File: src/hw/asrq_defs.vh
// Purpose: Register offsets, field positions and reset values of the sync and requantizer block.
// Assumes: Byte-wide registers at the offsets listed below.
// Notes:   Definitions only.
`ifndef ASRQ_DEFS_VH
`define ASRQ_DEFS_VH
`define ASRQ_ADDR_CHAN_IDX    8'h05
`define ASRQ_ADDR_SIG_LO      8'h24
`define ASRQ_ADDR_SIG_HI      8'h25
`define ASRQ_ADDR_ALIGN       8'h3A
`define ASRQ_ADDR_NSQ_CTRL    8'h3C
`define ASRQ_ADDR_BAND        8'h3E
`define ASRQ_BIT_MASTER_SYNC  0
`define ASRQ_BIT_DIV_SYNC     1
`define ASRQ_BIT_NSQ_EN       0
`define ASRQ_MODE_LSB         1
`define ASRQ_MODE_MSB         3
`define ASRQ_BIT_PIN_OVR      4
`define ASRQ_BAND_MSB         5
`define ASRQ_RST_ALIGN        8'h00
`define ASRQ_RST_NSQ_CTRL     8'h00
`define ASRQ_RST_BAND         8'h1C
`define ASRQ_RST_CHAN_IDX     8'h03
`define ASRQ_MODE_NARROW      3'h0
`define ASRQ_MODE_WIDE        3'h1
`define ASRQ_BAND_MAX_NARROW  6'h38
`define ASRQ_BAND_MAX_WIDE    6'h21
`endif

File: src/hw/asrq_ctrl.v
// Purpose: Sync gating, requantizer control, band tuning word and self-check signature read.
// Assumes: Register port is already in the clk domain; sync pulse and mode pin are raw pins.
// Notes:   Two channels; local registers are held per channel.
`include "asrq_defs.vh"
`timescale 1ns/100ps
`default_nettype none

module asrq_ctrl
#(
  parameter NCH = 2
)
(
  input  wire             clk,
  input  wire             rst_n,
  input  wire             reg_wr,
  input  wire             reg_rd,
  input  wire [7:0]       reg_addr,
  input  wire [7:0]       reg_wdata,
  output reg  [7:0]       reg_rdata,
  input  wire [16*NCH-1:0] self_check_sig,
  input  wire             sync_pin,
  input  wire             mode_pin,
  output reg              div_resync,
  output reg  [NCH-1:0]   nsq_active,
  output reg  [NCH-1:0]   nsq_wide,
  output reg  [6*NCH-1:0] nsq_band_word,
  output reg  [NCH-1:0]   nsq_band_legal
);

  // ==========================================================================
  // Pin synchronisers and sync edge
  // ==========================================================================
  reg sync_m_r;
  reg sync_s_r;
  reg sync_d_r;
  reg mode_m_r;
  reg mode_s_r;

  always @(posedge clk)
  begin
    if (!rst_n)
    begin
      sync_m_r <= 1'b0;
      sync_s_r <= 1'b0;
      sync_d_r <= 1'b0;
      mode_m_r <= 1'b0;
      mode_s_r <= 1'b0;
    end
    else
    begin
      sync_m_r <= sync_pin;
      sync_s_r <= sync_m_r;
      sync_d_r <= sync_s_r;
      mode_m_r <= mode_pin;
      mode_s_r <= mode_m_r;
    end
  end

  wire sync_rise = sync_s_r & ~sync_d_r;

  // ==========================================================================
  // Global registers
  // ==========================================================================
  reg [7:0] chan_idx_r;
  reg [1:0] align_r;
  // Full-width reset constants, cut on purpose to the stored widths below.
  wire [7:0] rst_align = `ASRQ_RST_ALIGN;
  wire [7:0] rst_ctrl  = `ASRQ_RST_NSQ_CTRL;
  wire [7:0] rst_band  = `ASRQ_RST_BAND;

  always @(posedge clk)
  begin
    if (!rst_n)
    begin
      chan_idx_r <= `ASRQ_RST_CHAN_IDX;
      align_r    <= rst_align[1:0];
    end
    else if (reg_wr)
    begin
      if (reg_addr == `ASRQ_ADDR_CHAN_IDX)
        chan_idx_r <= reg_wdata;
      if (reg_addr == `ASRQ_ADDR_ALIGN)
        align_r <= reg_wdata[1:0];
    end
  end

  wire master_on = align_r[`ASRQ_BIT_MASTER_SYNC];
  wire div_on    = align_r[`ASRQ_BIT_DIV_SYNC];

  always @(posedge clk)
  begin
    if (!rst_n)
      div_resync <= 1'b0;
    else
      div_resync <= sync_rise & master_on & div_on;
  end

  // ==========================================================================
  // Per-channel local registers and requantizer control
  // ==========================================================================
  reg [4:0] ctrl_r [0:NCH-1];
  reg [5:0] band_r [0:NCH-1];
  integer   i;
  integer   j;
  integer   k;

  always @(posedge clk)
  begin
    if (!rst_n)
    begin
      for (i = 0; i < NCH; i = i + 1)
      begin
        ctrl_r[i] <= rst_ctrl[4:0];
        band_r[i] <= rst_band[5:0];
      end
    end
    else if (reg_wr)
    begin
      for (i = 0; i < NCH; i = i + 1)
      begin
        if (chan_idx_r[i])
        begin
          if (reg_addr == `ASRQ_ADDR_NSQ_CTRL)
            ctrl_r[i] <= reg_wdata[4:0];
          if (reg_addr == `ASRQ_ADDR_BAND)
            band_r[i] <= reg_wdata[`ASRQ_BAND_MSB:0];
        end
      end
    end
  end

  always @(posedge clk)
  begin
    if (!rst_n)
    begin
      nsq_active     <= {NCH{1'b0}};
      nsq_wide       <= {NCH{1'b0}};
      nsq_band_word  <= {6*NCH{1'b0}};
      nsq_band_legal <= {NCH{1'b0}};
    end
    else
    begin
      for (j = 0; j < NCH; j = j + 1)
      begin
        // Pin decides unless overridden; register enable counts only under override.
        nsq_active[j] <= ctrl_r[j][`ASRQ_BIT_PIN_OVR] ?
                         ctrl_r[j][`ASRQ_BIT_NSQ_EN] : mode_s_r;
        nsq_wide[j]   <= (ctrl_r[j][`ASRQ_MODE_MSB:`ASRQ_MODE_LSB] == `ASRQ_MODE_WIDE);
        // Each word step is one half percent of the sample rate downstream.
        nsq_band_word[6*j +: 6] <= band_r[j];
        if (ctrl_r[j][`ASRQ_MODE_MSB:`ASRQ_MODE_LSB] == `ASRQ_MODE_NARROW)
          nsq_band_legal[j] <= (band_r[j] <= `ASRQ_BAND_MAX_NARROW);
        else if (ctrl_r[j][`ASRQ_MODE_MSB:`ASRQ_MODE_LSB] == `ASRQ_MODE_WIDE)
          nsq_band_legal[j] <= (band_r[j] <= `ASRQ_BAND_MAX_WIDE);
        else
          nsq_band_legal[j] <= 1'b0;
      end
    end
  end

  // ==========================================================================
  // Read back
  // ==========================================================================
  reg [7:0] rd_nxt;
  reg [7:0] loc_ctrl_v;
  reg [7:0] loc_band_v;
  reg [15:0] loc_sig_v;
  reg        found_v;

  always @*
  begin
    loc_ctrl_v = 8'h00;
    loc_band_v = 8'h00;
    loc_sig_v  = 16'h0000;
    found_v    = 1'b0;
    // Reading with several channels chosen returns the lowest chosen one.
    for (k = NCH - 1; k >= 0; k = k - 1)
    begin
      if (chan_idx_r[k])
      begin
        loc_ctrl_v = {3'h0, ctrl_r[k]};
        loc_band_v = {2'h0, band_r[k]};
        loc_sig_v  = self_check_sig[16*k +: 16];
        found_v    = 1'b1;
      end
    end
    case (reg_addr)
      `ASRQ_ADDR_CHAN_IDX: rd_nxt = chan_idx_r;
      `ASRQ_ADDR_SIG_LO:   rd_nxt = loc_sig_v[7:0];
      `ASRQ_ADDR_SIG_HI:   rd_nxt = loc_sig_v[15:8];
      `ASRQ_ADDR_ALIGN:    rd_nxt = {6'h00, align_r};
      `ASRQ_ADDR_NSQ_CTRL: rd_nxt = loc_ctrl_v;
      `ASRQ_ADDR_BAND:     rd_nxt = loc_band_v;
      default:             rd_nxt = 8'h00;
    endcase
    if (!found_v && reg_addr != `ASRQ_ADDR_CHAN_IDX && reg_addr != `ASRQ_ADDR_ALIGN)
      rd_nxt = 8'h00;
  end

  always @(posedge clk)
  begin
    if (!rst_n)
      reg_rdata <= 8'h00;
    else if (reg_rd)
      reg_rdata <= rd_nxt;
  end

endmodule // asrq_ctrl

`default_nettype wire

File: config.mk
export PLATFORM = sky130hd
export DESIGN_NAME = asrq_ctrl
export DESIGN_NICKNAME = d
export VERILOG_FILES = /design/src/hw/asrq_ctrl.v
export VERILOG_INCLUDE_DIRS = /design/src /design/src/hw
export SDC_FILE = /design/constraint.sdc
export NUM_CORES = 1
export LEC_CHECK = 0
export BUFFER_PORTS_ARGS = -buffer_cell sky130_fd_sc_hd__buf_2
export CORE_MARGIN = 5
export CORE_UTILIZATION = 45
export DETAILED_ROUTE_END_ITERATION = 12
export GPL_TIMING_DRIVEN = 0
export PLACE_DENSITY = 0.69
export SLEW_MARGIN = 20
export SYNTH_ARGS = -nofsm -noshare
export SYNTH_HDL_FRONTEND = slang
export SYNTH_SLANG_ARGS = --single-unit
File: constraint.sdc
create_clock -name clk -period 2.9 [get_ports clk]
set_clock_uncertainty 0.1 [all_clocks]
set_input_delay 0.58 -clock clk [delete_from_list [all_inputs] [get_ports clk]]
set_output_delay 0.58 -clock clk [all_outputs]
set_load 0.03 [all_outputs]
==> After elaboration in Yosys (flattened, before gate mapping) <==
Memory sizes are Yosys's and may differ from the RTL's.
Index checks and enable logic that the tools add are counted.
{ "totals": {"register_bits": 42, "output_inout_bits": 27, "ramBits": 22, "wordCells": 83, "in_bits": 54, "memories": 2} }
{ "classes": {"bitwise": 8, "order_cmp": 4, "eq_ne": 10, "muxes": 39, "n_reduce_logical": 7} }
{ "memory_table": {"columns": ["name", "words", "width", "rd", "rd_ports_with_merged_regs", "write_ports", "line", "source"], "rows": [
  ["band_r", 2, 6, 2, 0, 2, "asrq_ctrl.v:102", "reg [5:0] band_r [0:NCH-1];"],
  ["ctrl_r", 2, 5, 2, 0, 2, "asrq_ctrl.v:101", "reg [4:0] ctrl_r [0:NCH-1];"]
]} }
{ "op_table": {"columns": ["op", "count"], "rows": [
  ["8-bit case mux with 6 select lines", 1],
  ["8-bit by 6-bit == test with 1-bit output (second input constant)", 5],
  ["16-bit two-way mux", 2],
  ["1-bit two-way mux", 27],
  ["6-bit less-or-equal comparator (second input constant)", 4],
  ["8-bit two-way mux", 3],
  ["6-bit two-way mux", 3],
  ["5-bit two-way mux", 3],
  ["8-bit by 3-bit == test with 1-bit output (second input constant)", 1],
  ["8-bit by 3-bit != test with 1-bit output (second input constant)", 1],
  ["8-bit by 6-bit != test with 1-bit output (second input constant)", 1],
  ["3-bit by 1-bit == test with 1-bit output (second input constant)", 2],
  ["3-bit logical NOT", 2],
  ["1-bit OR", 4],
  ["2-bit AND reduction", 2],
  ["1-bit bitwise AND", 3],
  ["1-bit logical AND", 2],
  ["1-bit logical NOT", 1],
  ["1-bit inverter", 1]
]} }

==> Longest topological paths before layout <==
{ "logic_depth": {"ltp_word": 7, "ltp_mapped": 7, "ltp_nobuf": 4} }

==> Worst setup path before layout <==
Ideal clock, no wire load.
{ "synth_path": {"kind": "input to register", "from": "input port reg_addr[0]", "to": "memory band_r[0][0], enable pin", "n_path_buf": 0, "arrival_ps": 1930, "cell_stages": 3, "setup_slack_ps": 492, "setup_time_ps": 377, "required_ps": 2423, "path_cell_list": "or4b_4 or2_1 o21ai_0"} }
{ "synth_rtl": {"columns": ["element", "line", "source"], "rows": [
  ["start: declaration", "asrq_ctrl.v:17", "input wire [7:0] reg_addr,"],
  ["end: declaration", "asrq_ctrl.v:102", null]
]} }

==> results.md <==
* Run status: completed
* Max_cap viols at 0
* List of cells traversed by the critical path: clkbuf_1, clkbuf_1, nand2_1, o21ai_0
* # clock sinks at 64
* Overall overflow remaining after global route at 0
* Most used DFF post-synth: sky130_fd_sc_hd__dfxtp_1
* Non-filler cells in the finished layout at 453
* Core ar. at 6241 µm²
* Met1 Use GR at 27.84%
* Met3 Usage GRT at 5.069%
* Sequential cell area at 1501 µm²
* Share of the cycle needed by the critical path after routing at 92.11%
* Commonest non-fill, non-tap cell in the layout: sky130_fd_sc_hd__buf_2
* Setup bufs post-CTS at 0
* Total inserted antenna cells at 0
* Fmax at 0.3744 GHz
* Startpoint type of the worst setup path: flip-flop
* Top post-synthesis cells by area: sky130_fd_sc_hd__dfxtp_1 (30%), sky130_fd_sc_hd__edfxtp_1 (23%), sky130_fd_sc_hd__and2_1 (5.5%), sky130_fd_sc_hd__a22o_1 (5.2%), sky130_fd_sc_hd__nand2_1 (4.2%)
* Top-area cell type share of the netlist area at 29.62%
* Io pins at 81
* Final worst hold slack at 0.2863 ns
* ANT nets after route at 0
* Estimated wirelength of the detail-placed design at 6286 µm
* Clock power frac at 43.0%
* Wire length after detailed routing at 8420 µm
* Wire length of the first global-routing pass at 12420 µm
* Leakage power at 1.414 nW
* DRC at 0
* Via count of the first global-routing pass at 2449
* Post-synthesis sequential area ratio at 52.89%
* Relative contribution of sequential cells to total power at 48.9%
* Cells after synthesis at 282
* Register bit total from synthesis at 64
* Buffer levels on the longest clock path at 2
* Switching portion of total power at 25.08%
* Type of the worst min-delay path: reg -> reg
* Hold Buf Count CTS at 0
* Cell family with most CP delay: buffers and inverters
* Fillers at 576
* Post-synth net total at 336
* Clock buffer count from CTS at 9
* Required time of the critical path at 2.77 ns
* Via-per-instance ratio at 5.914
* Initial Util at 45.49%
* Internal Power at 1.468 mW
* Footprint of the multi-input gates at 1259 µm²
* Overall fraction of global-route tracks in use at 20.99%
* Worst setup slack after layout at 0.2287 ns
* Clock period minus final worst setup slack at 2.671 ns
* Number of buffer and inverter stages on the critical path at 2
* Total placed cells including tap cells at 437
* Commonest cells after routing, fill and taps aside: sky130_fd_sc_hd__buf_2 (81), sky130_fd_sc_hd__dfxtp_1 (42), sky130_fd_sc_hd__nand2_1 (32)
* Endpoint class of the critical path: flip-flop
* FP Rows at 29
* Largest driver fanout on the critical path at 10
* Number of hold-slack violations in the final timing report at 0
* Total via count in the routed design at 2679
* Delay contributed by the slowest stage of the critical path at 0.82 ns
* Crit path DAT at 2.54 ns
* Fraction of final layout cells with drive strength greater than 1 at 26.86%
* CP most frequent cell: sky130_fd_sc_hd__clkbuf_1
* Synthesis-to-layout area growth at 24.81%
* Antenna violations before repair at 0
* Synth area leader: sky130_fd_sc_hd__dfxtp_1
* Synth async-reset ratio at 0%
* Clock transition time at the flip-flop clock pins of the worst setup and hold paths at 0.08 ns
* # port buffers at 78
* Die area at 7998 µm²
* Layer with the highest usage: met2
* Post-detailed-route wirelength per cell at 18.59 µm
* Die Span X at 89.43 µm
* Post-synthesis average cell area at 10.07 µm²
* Number of gates given a new drive strength after cts at 0
* Length of the first detailed-routing pass in iterations at 6
* Setup Slack @ Placement at -0.02421 ns
* Clk root buf: sky130_fd_sc_hd__clkbuf_8
* Slowest stage cell on the critical path: sky130_fd_sc_hd__o21ai_0
* Clock tree from TritonCTS: done
* Largest net degree at the start of global routing at 14
* Final count of pins violating max slew at 0
* Distinct cells, synth at 42
* Total number of yosys warnings at 0
* Net count, final at 425
* Height of the chip at 89.43 µm
* RSZ-0062 raised after global routing: false
* Worst relative slew slack at 31.41%
* Weighted congestion at the end of routability-driven global placement at 0.9491
* Reg-to-reg setup timing slack at 0.23 ns
* Clock latency of the later-clocked register in the worst-skew pair at 0.34 ns
* Start-to-end type of the worst setup path: reg -> reg
* Final setup violating endpoints at 0
* Worst ir drop on vdd at 0.0003597 V
* Power density over the cells at 553.0 nW/µm²
* Level count of the clock H-tree at 3
* Initial DRC count at 241
* Slew at the pin closest to its max-slew limit at 1.018 ns
* Number of enable-type register cells in the synthesized netlist at 22
* Synthesized area at 2839 µm²
* Part of the total power dissipated in combinational logic at 8.1%
* Global routing met2 resource utilization at 33.36%
* Total net switching power at 0.4916 mW
routing by layer:
| metal | part of all wire, % | up-vias | wire length [µm] |
|---|---|---|---|
| li1 | - | 1256 | - |
| met1 | 43 | 1267 | 3580 |
| met2 | 47 | 130 | 3987 |
| met3 | 8.1 | 26 | 686 |
| met4 | 2.0 | 0 | 165 |
| met5 | 0 | - | 0 |
stage by stage:
stage	cell area, µm²	setup TNS (ns)	total power, mW	utilization [%]
after detailed placement	3326	-0.1499	1.136	53.29
after floorplan	2839	0	1.057	-
after global routing	3543	0	2.018	56.78
after CTS	3543	0	1.962	56.78
final	3543	0	1.960	56.78
after global placement	3326	0	1.133	53.29
path summary, 6_finish.rpt:
| path | cells past startpoint | endpoint | start |
|---|---|---|---|
| max reg2reg | 4 | band_r[0][2] | chan_idx_r[0] |
| min reg2reg | 1 | div_resync | sync_d_r |
| min | 1 | div_resync | sync_d_r |
| max | 4 | band_r[0][2] | chan_idx_r[0] |
Yosys cell counts, types with 3 or more instances:
cell type,n
sky130_fd_sc_hd__a31oi_1,5
sky130_fd_sc_hd__nor2b_1,4
sky130_fd_sc_hd__nand3b_1,9
sky130_fd_sc_hd__a222oi_1,6
sky130_fd_sc_hd__a22oi_1,3
sky130_fd_sc_hd__or3_1,4
sky130_fd_sc_hd__a211oi_1,6
sky130_fd_sc_hd__mux2i_1,4
sky130_fd_sc_hd__inv_1,3
sky130_fd_sc_hd__nor2_1,14
sky130_fd_sc_hd__nand4_1,3
sky130_fd_sc_hd__dfxtp_1,42
sky130_fd_sc_hd__nand3_1,13
sky130_fd_sc_hd__nor4_1,5
sky130_fd_sc_hd__nand2_1,32
sky130_fd_sc_hd__a21oi_1,9
sky130_fd_sc_hd__o21ai_0,9
sky130_fd_sc_hd__buf_2,3
sky130_fd_sc_hd__clkbuf_1,13
sky130_fd_sc_hd__and2_1,25
sky130_fd_sc_hd__a221oi_1,7
sky130_fd_sc_hd__edfxtp_1,22
sky130_fd_sc_hd__a22o_1,17
sequential cells by signal, indices dropped and copies added (netlist names):
signal	count
align_r	2
chan_idx_r	8
band_r	12
nsq_band_word	12
nsq_band_legal	2
sync_d_r	1
ctrl_r	10
nsq_active	2
sync_s_r	1
nsq_wide	2
mode_s_r	1
div_resync	1
mode_m_r	1
reg_rdata	8
sync_m_r	1
power groups by stage:
stage,sequential (mW),clock (mW),combinational (mW)
after CTS,0.959,0.846,0.157
after floorplan,0.997,0,0.0591
after detailed placement,0.979,0,0.156
final,0.959,0.843,0.158
after global placement,0.978,0,0.154
after global routing,0.961,0.888,0.169
kinds of logic after synthesis:
family / count (synthesis) / share of synthesized area, %
flops: 64 / 52.89
simple gates: 124 / 24.68
buf+inv: 20 / 2.776
compound gates: 70 / 18.25
mux: 4 / 1.410
final cells by class:
cell class                 count  share of cell area (%)
timing repair buffer          78                   11.02
buffer                        16                   1.801
clock buffer                  10                   4.202
clock inverter                 6                   1.942
sequential                    64                   42.37
inverter                       4                  0.4237
tap                           77                   2.719
multi-input combinational    198                   35.52
Power figures use the tool's default switching activity.
